<file path="config.mk">
export PLATFORM = sky130hd
export DESIGN_NAME = serial_control_port
export DESIGN_NICKNAME = d
export VERILOG_FILES = /design/src/hdl/serial_port_pkg.sv /design/src/hdl/word_stream_if.sv /design/src/hdl/word_buffer.sv /design/src/hdl/serial_control_port.sv
export SDC_FILE = /design/constraint.sdc
export NUM_CORES = 1
export LEC_CHECK = 0
export ABC_CLOCK_PERIOD_IN_PS = 4970
export BUFFER_PORTS_ARGS = -buffer_cell sky130_fd_sc_hd__buf_2
export CAP_MARGIN = 0
export CORE_UTILIZATION = 54
export DETAILED_ROUTE_END_ITERATION = 8
export GPL_ROUTABILITY_DRIVEN = 0
export PLACE_DENSITY = 0.74
export SYNTH_ARGS = -nofsm -noshare
export SYNTH_HDL_FRONTEND = slang
export SYNTH_HIERARCHICAL = 1
export SYNTH_SLANG_ARGS = --single-unit
export TNS_END_PERCENT = 20
</file>
<file path="constraint.sdc">
create_clock -name sys_clk -period 4.97 [get_ports sys_clk]
set_clock_uncertainty 0.05 [all_clocks]
set_input_delay 0.994 -clock sys_clk [delete_from_list [all_inputs] [get_ports sys_clk]]
set_output_delay 0.994 -clock sys_clk [all_outputs]
set_load 0.02 [all_outputs]
</file>
<file path="src/hdl/serial_port_pkg.sv">
// Package with the constants and types of the serial control port.
// Overview of operation
// - The serial output changes on each falling serial clock edge, giving the next shift register bit.
// - While chip select is high the serial output is released to high impedance.
// - While chip select is low the input line is sampled into the input shift register on each rising clock edge.
// - While chip select is high no input bit is shifted in, whatever the serial clock does.
// - The serial clock may run continuously or with gaps while selected and bits still move correctly.
// - The active-low interrupt output goes low on PLL ready, comparator trip or alarm.
// - The active-low result-ready output goes low when a new result arrives and high after a full word is read.
package serial_port_pkg;

    localparam int WORD_BITS = 16;
    localparam int CNT_BITS  = 5;
    localparam logic [CNT_BITS-1:0] CNT_RESET = 5'h00;
    localparam logic [WORD_BITS-1:0] WORD_RESET = 16'h0000;
    localparam int BUF_DEPTH = 2;

    typedef logic [WORD_BITS-1:0] word_t;

endpackage

</file>
<file path="src/hdl/word_stream_if.sv">
// Interface carrying a valid-ready word stream between modules.
`timescale 1ns/10ps
interface word_stream_if;
    import serial_port_pkg::*;
    logic  valid;
    logic  ready;
    word_t data;
    modport source (output valid, output data, input ready);
    modport sink   (input valid, input data, output ready);
endinterface

</file>
<file path="src/hdl/word_buffer.sv">
// Two-entry valid-ready buffer for serial words.
`timescale 1ns/10ps
module word_buffer
    import serial_port_pkg::*;
(
    input  wire logic   sys_clk,
    input  wire logic   reset_n,
    word_stream_if.sink   in_port,
    word_stream_if.source out_port
);
    word_t    mem_q [BUF_DEPTH];
    logic     wr_ptr_q;
    logic     rd_ptr_q;
    logic [1:0] count_q;
    logic     push;
    logic     pop;

    // Full and empty come straight from the occupancy count.
    assign in_port.ready  = (count_q != 2'(BUF_DEPTH));
    assign out_port.valid = (count_q != 2'h0);
    assign out_port.data  = mem_q[rd_ptr_q];
    assign push = in_port.valid && in_port.ready;
    assign pop  = out_port.valid && out_port.ready;

    // Storage writes on accepted words.
    always_ff @(posedge sys_clk) begin
        if (push) begin
            mem_q[wr_ptr_q] <= in_port.data;
        end
    end

    // Pointers and count track pushes and pops.
    always_ff @(posedge sys_clk) begin
        if (!reset_n) begin
            wr_ptr_q <= 1'b0;
            rd_ptr_q <= 1'b0;
            count_q  <= 2'h0;
        end else begin
            if (push) begin
                wr_ptr_q <= ~wr_ptr_q;
            end
            if (pop) begin
                rd_ptr_q <= ~rd_ptr_q;
            end
            count_q <= count_q + 2'(push) - 2'(pop);
        end
    end
endmodule // word_buffer

</file>
<file path="src/hdl/serial_control_port.sv">
// Serial control port with interrupt and result-ready outputs.
`timescale 1ns/10ps
module serial_control_port
    import serial_port_pkg::*;
(
    input  wire logic                  sys_clk,
    input  wire logic                  reset_n,
    input  wire logic                  sclk,
    input  wire logic                  cs_n,
    input  wire logic                  din,
    output logic                       dout,
    output logic                       dout_oe,
    output logic                       int_n,
    output logic                       result_ready_n,
    input  wire logic                  pll_ready,
    input  wire logic                  comp_trip,
    input  wire logic                  alarm,
    input  wire serial_port_pkg::word_t tx_word,
    input  wire logic                  tx_new,
    output serial_port_pkg::word_t     rx_data,
    output logic                       rx_valid,
    input  wire logic                  rx_ready
);
    import serial_port_pkg::*;

    logic [1:0]        sclk_sync_q;
    logic [1:0]        cs_sync_q;
    logic [1:0]        din_sync_q;
    logic              sclk_prev_q;
    logic              rise;
    logic              fall;
    logic              selected;
    word_t             rx_shift_q;
    word_t             tx_shift_q;
    word_t             tx_hold_q;
    logic [CNT_BITS-1:0] rx_cnt_q;
    logic [CNT_BITS-1:0] tx_cnt_q;
    logic              word_done;
    logic              ready_n_q;
    word_stream_if     to_buf ();
    word_stream_if     from_buf ();

    // Two-stage synchronisers for all pins from the host.
    always_ff @(posedge sys_clk) begin
        if (!reset_n) begin
            sclk_sync_q <= 2'h0;
            cs_sync_q   <= 2'h3;
            din_sync_q  <= 2'h0;
            sclk_prev_q <= 1'b0;
        end else begin
            sclk_sync_q <= {sclk_sync_q[0], sclk};
            cs_sync_q   <= {cs_sync_q[0], cs_n};
            din_sync_q  <= {din_sync_q[0], din};
            sclk_prev_q <= sclk_sync_q[1];
        end
    end

    // Edges are found only on host-made clock edges, so gaps are harmless.
    assign selected = !cs_sync_q[1];
    assign rise = selected && sclk_sync_q[1] && !sclk_prev_q;
    assign fall = selected && !sclk_sync_q[1] && sclk_prev_q;
    assign word_done = rise && (rx_cnt_q == CNT_BITS'(WORD_BITS - 1));

    // Input shifter samples on rising edges while selected only.
    always_ff @(posedge sys_clk) begin
        if (!reset_n || !selected) begin
            rx_shift_q <= WORD_RESET;
            rx_cnt_q   <= CNT_RESET;
        end else if (rise) begin
            rx_shift_q <= {rx_shift_q[WORD_BITS-2:0], din_sync_q[1]};
            rx_cnt_q   <= word_done ? CNT_RESET : rx_cnt_q + 1'b1;
        end
    end

    // Completed words enter the buffer; a word completed while it is full is dropped.
    assign to_buf.valid = word_done;
    assign to_buf.data  = {rx_shift_q[WORD_BITS-2:0], din_sync_q[1]};

    word_buffer u_buf (
        .sys_clk  (sys_clk),
        .reset_n  (reset_n),
        .in_port  (to_buf),
        .out_port (from_buf)
    );

    assign rx_data  = from_buf.data;
    assign rx_valid = from_buf.valid;
    assign from_buf.ready = rx_ready;

    // Latest result word waits here until a frame starts.
    always_ff @(posedge sys_clk) begin
        if (!reset_n) begin
            tx_hold_q <= WORD_RESET;
        end else if (tx_new) begin
            tx_hold_q <= tx_word;
        end
    end

    // Output shifter moves to the next bit on each falling edge, MSB first.
    always_ff @(posedge sys_clk) begin
        if (!reset_n) begin
            tx_shift_q <= WORD_RESET;
            tx_cnt_q   <= CNT_RESET;
        end else if (!selected) begin
            tx_shift_q <= tx_hold_q;
            tx_cnt_q   <= CNT_RESET;
        end else if (fall) begin
            if (tx_cnt_q == CNT_BITS'(WORD_BITS - 1)) begin
                tx_shift_q <= tx_hold_q;
                tx_cnt_q   <= CNT_RESET;
            end else begin
                tx_shift_q <= {tx_shift_q[WORD_BITS-2:0], 1'b0};
                tx_cnt_q   <= tx_cnt_q + 1'b1;
            end
        end
    end

    // Output pin drive and release.
    always_ff @(posedge sys_clk) begin
        if (!reset_n) begin
            dout    <= 1'b0;
            dout_oe <= 1'b0;
        end else begin
            dout    <= tx_shift_q[WORD_BITS-1];
            dout_oe <= selected;
        end
    end

    // Result-ready falls on a new result; a finished word read clears it, set wins.
    always_ff @(posedge sys_clk) begin
        if (!reset_n) begin
            ready_n_q <= 1'b1;
        end else if (tx_new) begin
            ready_n_q <= 1'b0;
        end else if (word_done) begin
            ready_n_q <= 1'b1;
        end
    end
    assign result_ready_n = ready_n_q;

    // Interrupt is low while any event source is active.
    always_ff @(posedge sys_clk) begin
        if (!reset_n) begin
            int_n <= 1'b1;
        end else begin
            int_n <= !(pll_ready || comp_trip || alarm);
        end
    end
endmodule // serial_control_port

</file>
# --- Word-level counts from Yosys, hierarchy flattened ---
# Memory sizes are Yosys's and may differ from the RTL's. A register that Yosys moved wholly into a read port is not among the register bits.
# Index checks and enable logic that the tools add are counted.
op_classes:
  n_addsub: 4
  n_eq_ne: 3
  mux: 11
  n_bitwise: 3
  n_reduce_logical: 19
op_table:
  columns: ["cell", "count"]
  rows:
  - ["16-bit 2-to-1 mux", 3]
  - ["5-bit by 1-bit adder with 5-bit output, second input constant", 2]
  - ["5-bit by 4-bit == test with 1-bit output, second input constant", 2]
  - ["5-bit 2-to-1 mux", 2]
  - ["1-bit logical AND", 7]
  - ["1-bit 2-to-1 mux", 6]
  - ["2-bit nonzero test", 3]
  - ["1-bit zero test", 5]
  - ["1-bit logical OR", 3]
  - ["1-bit inverter", 3]
  - ["2-bit by 1-bit adder with 2-bit output", 1]
  - ["2-bit != test, second input constant", 1]
  - ["2-bit OR reduction", 1]
  - ["2-bit by 1-bit subtractor with 2-bit output", 1]
totals:
  ff_bits: 72
  ramBits: 32
  mem_count: 1
memory_table:
  columns: ["memory", "words", "width", "rd", "rd_clocked_by_memory_dff", "wr", "line_no", "source"]
  rows:
  - ["u_buf.mem_q", 2, 16, 1, 1, 1, "word_buffer.sv:11", "word_t mem_q [BUF_DEPTH];"]

# --- Depth between registers and ports, before layout ---
# Gate-level depths: netlist of the first run.
logic_depth:
  depth_word: 7
  ltp_mapped: 11
  mapped_depth_nobuf: 11

# --- Hierarchy ---
# Netlist of the first run, hierarchy kept.
modules_own_cells:
  columns: ["mod", "instances", "cells_per_inst", "area_per_inst_um2", "seq_area_each_um2"]
  rows:
  - ["serial_control_port", 1, 277, 2636.3, 1361.3]
  - ["word_buffer", 1, 74, 1445.1, 1061.0]

# --- Least setup slack after synthesis of the first run ---
# No wires, ideal clock.
synth_path:
  path_type: "register -> register"
  startpoint: "register rx_cnt_q[0]"
  endpoint: "memory u_buf/mem_q[0][0] in the netlist's numbering, enable pin"
  setup_ps: 388
  arrival_time_ps: 1874
  path_slack_ps: 2658
  path_stages_with_launch: 7
  path_buffers: 0
  synth_period_minus_slack_ps: 2312
  cell_sequence: "dfxtp_1 ha_1 and3_1 ha_1 and2_1 nand2_1 nor2_1"
synth_between:
  elab_chain_cells: 5
synth_lines:
  columns: ["element", "line_no", "source"]
  rows:
  - ["from (decl)", "serial_control_port.sv:36", "logic [CNT_BITS-1:0] rx_cnt_q;"]
  - ["from (signal assigned)", "serial_control_port.sv:71", "rx_cnt_q <= word_done ? CNT_RESET : rx_cnt_q + 1'b1;"]
  - ["5-bit by 4-bit == test with 1-bit output", "serial_control_port.sv:62", "assign word_done = rise && (rx_cnt_q == CNT_BITS'(WORD_BITS - 1));"]
  - ["1-bit logical AND", "serial_control_port.sv:62", null]
  - ["named net to_buf.valid", "word_stream_if.sv:5", "logic valid;"]
  - ["1-bit logical AND", "word_buffer.sv:22", "assign push = in_port.valid && in_port.ready;"]
  - ["1-bit 2-to-1 mux", "word_buffer.sv:27", "if (push) begin"]
  - ["1-bit 2-to-1 mux (not written as such)", "word_buffer.sv:28", "mem_q[wr_ptr_q] <= in_port.data;"]
  - ["to (decl)", "word_buffer.sv:11", null]
# The timed path passes the listed nets, and every way through them passes these cells.

==> impl_metrics.py, run 1 <==
metrics = {
    "run_status": {
        "status": "complete, no violations",
    },
    "timing": {
        "rsz0062_at_grt": "false",
        "slew_headroom_pct": 39.29,
        "fmax_ghz": 0.3506,
        "worst_pin_slew_ps": 910.6,
        "setup_violations": 0,
        "fin_ws_ps": 2117,
        "hold_violations": 0,
        "post-route-period-util_pct": 57.40,
        "slew_violations": 0,
        "setup_tns_ps": 0,
        "min_period_ps": 2853,
    },
    "floorplan": {
        "die_h_um": 88.94,
        "rows": 31,
        "die_w_um": 88.94,
        "core_area_um2": 7292,
        "initial_core_util_pct": 55.97,
        "io_pins": 47,
        "die_area_um2": 7909,
    },
    "critical_path": {
        "critical_path_required_ps": 3930,
        "cp_max_fo": 16,
        "critPathArrivalTime_ps": 1810,
        "path_class": "register to output pin",
        "startpoint_type": "register",
        "cp-end-kind": "output pin",
    },
    "pwr": {
        "leakagePower_nw": 1.762,
        "ir_drop_uv": 200.1,
        "power_mw": 1.686,
        "powerDensity_nw_per_um2": 372.7,
    },
    "cells_and_area": {
        "insertedDiodeCount": 0,
        "post-route-util_pct": 62.01,
        "drive_above_1_share_pct": 24.17,
        "finish.net_count": 419,
        "finalNonFillerCells": 492,
        "area_delta_synth_final_pct": 10.79,
    },
    "place": {
        "numPlacedInstances": 476,
        "dpl.hpwl_um": 4232,
        "port_buffers": 46,
        "pre_cts_ws_ps": 2215,
    },
    "global_route": {
        "grt_usage_pct": 17.00,
        "overflow": 0,
        "antenna_found_initial": 0,
        "grt_pass1_wl_um": 10330,
        "grt_max_degree": 50,
        "grt_pass1_vias": 2314,
    },
    "synthesis": {
        "ys_seq_area_share_pct": 59.35,
        "synth_cell_types": 42,
        "synth_edf_count": 32,
        "yosysTopAreaCell": "dfxtp_1",
        "synth_area_leaders": "dfxtp_1, edfxtp_1, nand2_1",
        "synth_area_um2": 4081,
        "ys_async_sr_fraction_pct": 0,
        "synth_top_flop_cell": "dfxtp_1",
        "ys_ff_latch": 105,
        "yosys-top-cells-count": "dfxtp_1, nand2_1, edfxtp_1",
        "synth_fp_nets": 382,
        "postSynthAreaPerCell_um2": 11.63,
        "synth.most_common_cell": "dfxtp_1",
        "yosys_warnings": 6,
        "synth_top_area_share_pct": 35.81,
        "synthesis.instances": 351,
    },
    "clock_network": {
        "ctsHoldBuffers": 0,
        "clkTransAtPathRegs_ps": 100,
        "max-clock-path-buffers": 2,
        "clock_sinks": 105,
        "clock_latency_ps": 350,
        "htree_num_levels": 3,
        "cts_root_buf": "clkbuf_8",
        "cts_tree": "done",
        "cts_resized": 0,
        "post-cts-setup-buffer-count": 0,
        "numCtsBuffers": 9,
    },
    "hold_path": {
        "hold_path.class": "register to register",
    },
    "detailed_routing": {
        "ant_nets": 0,
        "wl_um": 6238,
        "initialDrtViolationCount": 106,
        "viasPerCell": 5.106,
        "wl_per_cell_um": 12.68,
        "drc": 0,
        "vias": 2512,
        "drtPass1Iterations": 4,
    },
    "run": {
        "drv_cap": 0,
    },
}
metal layers:
| metal | wire (µm) | GRT usage [%] |
|---|---|---|
| met4 | 98 | 6.494 |
| met1 | 3030 | 21.56 |
| met3 | 171 | 3.047 |
| met2 | 2938 | 29.16 |
| met5 | 0 | 0 |
critical path, cell delays in order (launching register included):
cell	delay, ps
dfxtp_1	880
mux2_2	420
buf_2	160
stage by stage:
| stage | cell area, µm² | hold WS, ps |
|---|---|---|
| finish | 4522 | 374.6 |
| global route | 4522 | 400.8 |
| CTS | 4522 | 382.8 |
| detailed placement | 4295 | 360.1 |
| global placement | 4295 | 349.4 |
| floorplan | 4081 | 336.3 |
logic make-up (layout without fill, tap and decap cells):
group | after synthesis | in the layout | share of synthesized area, %
muxes | 33 | 33 | 9.503
and+or+nand+nor | 116 | 116 | 14.29
adders and majority gates | 5 | 5 | 1.533
AOI/OAI and AO/OA | 63 | 63 | 10.36
DFF | 105 | 105 | 59.35
xor gates and xnor gates | 5 | 5 | 1.073
buffers and inverters | 24 | 66 | 3.893
state kept, by name, summed over array words and instances, names as in the netlist, named ones only:
register / cells
u_buf/mem_q: 32
tx_hold_q: 16
tx_shift_q: 16
rx_shift_q: 15
rx_cnt_q: 5
tx_cnt_q: 5
cs_sync_q: 2
din_sync_q: 2
sclk_sync_q: 2
u_buf/count_q: 2
dout: 1
dout_oe: 1
int_n: 1
result_ready_n: 1
sclk_prev_q: 1
u_buf/rd_ptr_q: 1
u_buf/wr_ptr_q: 1
final timing paths:
| check | start | depth (start not counted) | slack [ps] | end |
|---|---|---|---|---|
| max | register | 2 | 2120 | rx_data[1] |
| min | cs_sync_q[0]$_SDFF_PN1_ | 1 | 370 | cs_sync_q[1]$_SDFF_PN1_ |
| max reg2reg | sclk_sync_q[1]$_SDFF_PN0_ | 10 | 2310 | u_buf/count_q[1]$_SDFF_PN0_ |
| min reg2reg | cs_sync_q[0]$_SDFF_PN1_ | 1 | 370 | cs_sync_q[1]$_SDFF_PN1_ |
layout by cell type (no fill, tap or decap), drive strengths merged, types with 14 or more instances in the layout:
master,netlist,final
a21oi,14,14
mux2,16,16
o21ai,18,18
nor2b,21,21
mux2i,17,17
nand2,54,54
buf,17,47
edfxtp,32,32
dfxtp,73,73
a31oi,18,18
final cells by class:
class,count,area (µm²)
repair buffers,47,237.7
flip-flops and latches,105,2422
inverters,3,11.26
clock inverters,7,102.6
fillers,601,2770
clock buffers,9,123.9
well taps,99,123.9
multi-input cells,222,1500
report_power, final:
| group | internal (mW) | total (mW) | switching [mW] |
|---|---|---|---|
| Clock | 0.289 | 0.571 | 0.282 |
| Sequential | 0.907 | 0.943 | 0.0356 |
| Combinational | 0.0908 | 0.171 | 0.0803 |
| Total | 1.29 | 1.69 | 0.398 |
No activity file was read; power rests on OpenSTA's default activity.
==> run 2, diff against run 1 <==
Settings changed: ABC_CLOCK_PERIOD_IN_PS 4970 to 2400, CORE_UTILIZATION 54 to 52.
Clock period 4.97 ns to 2.4 ns, I/O delays scaled along.
==> run 2 against run 1 <==
  * Critical path depth is 9 higher
  * Worst hold slack worse by 120 ps
  * First-iteration DRC count stayed put
  * Clock-buffer cell count grew 1
  * Die area grew 3.8%
  * Utilization shrank 0.079 points
  * Clock power rose by 100%
  * Total power increased by 110%
  * Wire length increased by 0.38%
  * Non-clock buffer count rose by 10
==> impl_metrics.py, run 2 (synthesis gave the netlist of run 1 again) <==
metrics = {
    "global_route": {
        "grt_pass1_vias": 2373,
        "grt_usage_pct": 16.90,
        "grt_pass1_wl_um": 10910,
        "grt_max_degree": 49,
        "overflow": 0,
        "antenna_found_initial": 0,
    },
    "pwr": {
        "ir_drop_uv": 437.3,
        "p_clk_share_pct": 32.0,
        "power_frac_comb_pct": 15.0,
        "power.internal_mw": 2.737,
        "leakagePower_nw": 1.744,
        "powerDensity_nw_per_um2": 788.9,
        "swShare_pct": 24.39,
        "power.switching_mw": 0.8830,
        "p_seq_share_pct": 53.0,
    },
    "timing": {
        "rsz0062_at_grt": "false",
        "hold_violations": 0,
        "slew_headroom_pct": 67.65,
        "fin_ws_ps": 186.6,
        "min_period_ps": 2213,
        "setup_violations": 0,
        "setup_tns_ps": 0,
        "worst_pin_slew_ps": 485.2,
        "post-route-period-util_pct": 92.22,
        "fin_hold_ws_ps": 253.8,
        "slew_violations": 0,
        "fmax_ghz": 0.4518,
    },
    "floorplan": {
        "core_area_um2": 7408,
        "die_area_um2": 8207,
        "initial_core_util_pct": 55.09,
        "die_w_um": 90.60,
        "io_pins": 47,
        "die_h_um": 90.60,
        "rows": 31,
    },
    "place": {
        "pre_cts_ws_ps": 192.6,
        "port_buffers": 46,
        "dpl.hpwl_um": 4246,
        "numPlacedInstances": 486,
    },
    "clock_network": {
        "htree_num_levels": 3,
        "cts_resized": 0,
        "cts_root_buf": "clkbuf_8",
        "max-clock-path-buffers": 2,
        "clock_latency_ps": 360,
        "clkTransAtPathRegs_ps": 100,
        "ctsHoldBuffers": 0,
        "clock_sinks": 105,
        "cts_tree": "done",
        "post-cts-setup-buffer-count": 0,
        "numCtsBuffers": 9,
    },
    "critical_path": {
        "path_class": "register to register",
        "worstSetupStartpoint": "rx_cnt_q[0]$_SDFFE_PP0P_",
        "cp_max_fo": 5,
        "critPathArrivalTime_ps": 2430,
        "startpoint_type": "register",
        "cp-end-kind": "register",
        "r2r_start": "rx_cnt_q[0]$_SDFFE_PP0P_",
        "critical_path_required_ps": 2620,
    },
    "cells_and_area": {
        "mostFrequentLayoutCell": "dfxtp_1",
        "multi_input_area_um2": 1500,
        "finish.net_count": 429,
        "area_delta_synth_final_pct": 12.42,
        "top_regs": "u_buf/mem_q (32), tx_hold_q (16), tx_shift_q (16)",
        "insertedDiodeCount": 0,
        "top_register": "u_buf/mem_q",
        "drive_above_1_share_pct": 25.81,
        "seqCellArea_um2": 2422,
        "finalNonFillerCells": 502,
        "largest_register_ffs": 32,
        "layout_common_cells": "dfxtp_1, nand2_1, buf_2",
        "nFillCells": 584,
    },
    "detailed_routing": {
        "ant_nets": 0,
        "viasPerCell": 5.066,
        "vias": 2543,
        "wl_um": 6262,
        "drc": 0,
        "initialDrtViolationCount": 106,
        "wl_per_cell_um": 12.47,
        "drtPass1Iterations": 4,
    },
    "hold_path": {
        "hold_path.class": "input port to register",
        "min-delay-start": "cs_n",
    },
    "run": {
        "drv_cap": 0,
    },
    "run_status": {
        "status": "complete, no violations",
    },
}
-- run 2: changes by cell type in the layout (fill, tap and decap cells not counted), sizes merged --
cell,delta
buf,+10
clkinv,-2
clkbuf,+1
clkinvlp,+1
-- run 2: power groups by stage --
| stage | logic, mW | registers (mW) | clock network, mW |
|---|---|---|---|
| finish | 0.543 | 1.92 | 1.16 |
| global route | 0.590 | 1.93 | 1.27 |
| CTS | 0.553 | 1.92 | 1.20 |
| detailed placement | 0.551 | 1.96 | 0 |
| global placement | 0.543 | 1.95 | 0 |
| floorplan | 0.453 | 1.95 | 0 |
-- run 2: critical path: stages (launching register included) --
cell and delay [ps]:
dfxtp_1 400, ha_1 200, and3_1 170, ha_1 150
and2_1 140, nand2_1 100, ha_1 290, inv_1 40
ha_1 180, xnor2_1 130, xnor2_1 120, and2_1 140
-- run 2: area by class of cell --
cell class,count,share of cell area [%]
flip-flops and latches,105,52.80
multi-input cells,222,32.70
repair buffers,57,6.818
clock buffers,10,2.782
well taps,99,2.700
clock inverters,6,1.963
inverters,3,0.2454
-- run 2: path summary, 6_finish.rpt --
path | to | slack, ps | depth (start not counted)
worst max-delay path | u_buf/count_q[1]$_SDFF_PN0_ | 190 | 11
worst min-delay path | cs_sync_q[0]$_SDFF_PN1_ | 250 | 2
worst max register to register | u_buf/count_q[1]$_SDFF_PN0_ | 190 | 11
worst min register to register | cs_sync_q[1]$_SDFF_PN1_ | 370 | 1
-- run 2: per-layer routing --
layer / up-vias / share of wire [%] / track usage [%]
li1: 1318 / - / -
met1: 1170 / 47 / 20.48
met2: 47 / 48 / 27.78
met3: 8 / 4.1 / 4.882
met4: 0 / 1.2 / 7.661
met5: - / 0 / 0
-- run 2: per-stage QoR --
step,power [mW],util [%],instance area (µm²)
floorplan,2.405,-,4081
global placement,2.497,58.99,4370
detailed placement,2.508,58.99,4370
CTS,3.665,61.93,4588
global route,3.782,61.93,4588
finish,3.620,61.93,4588
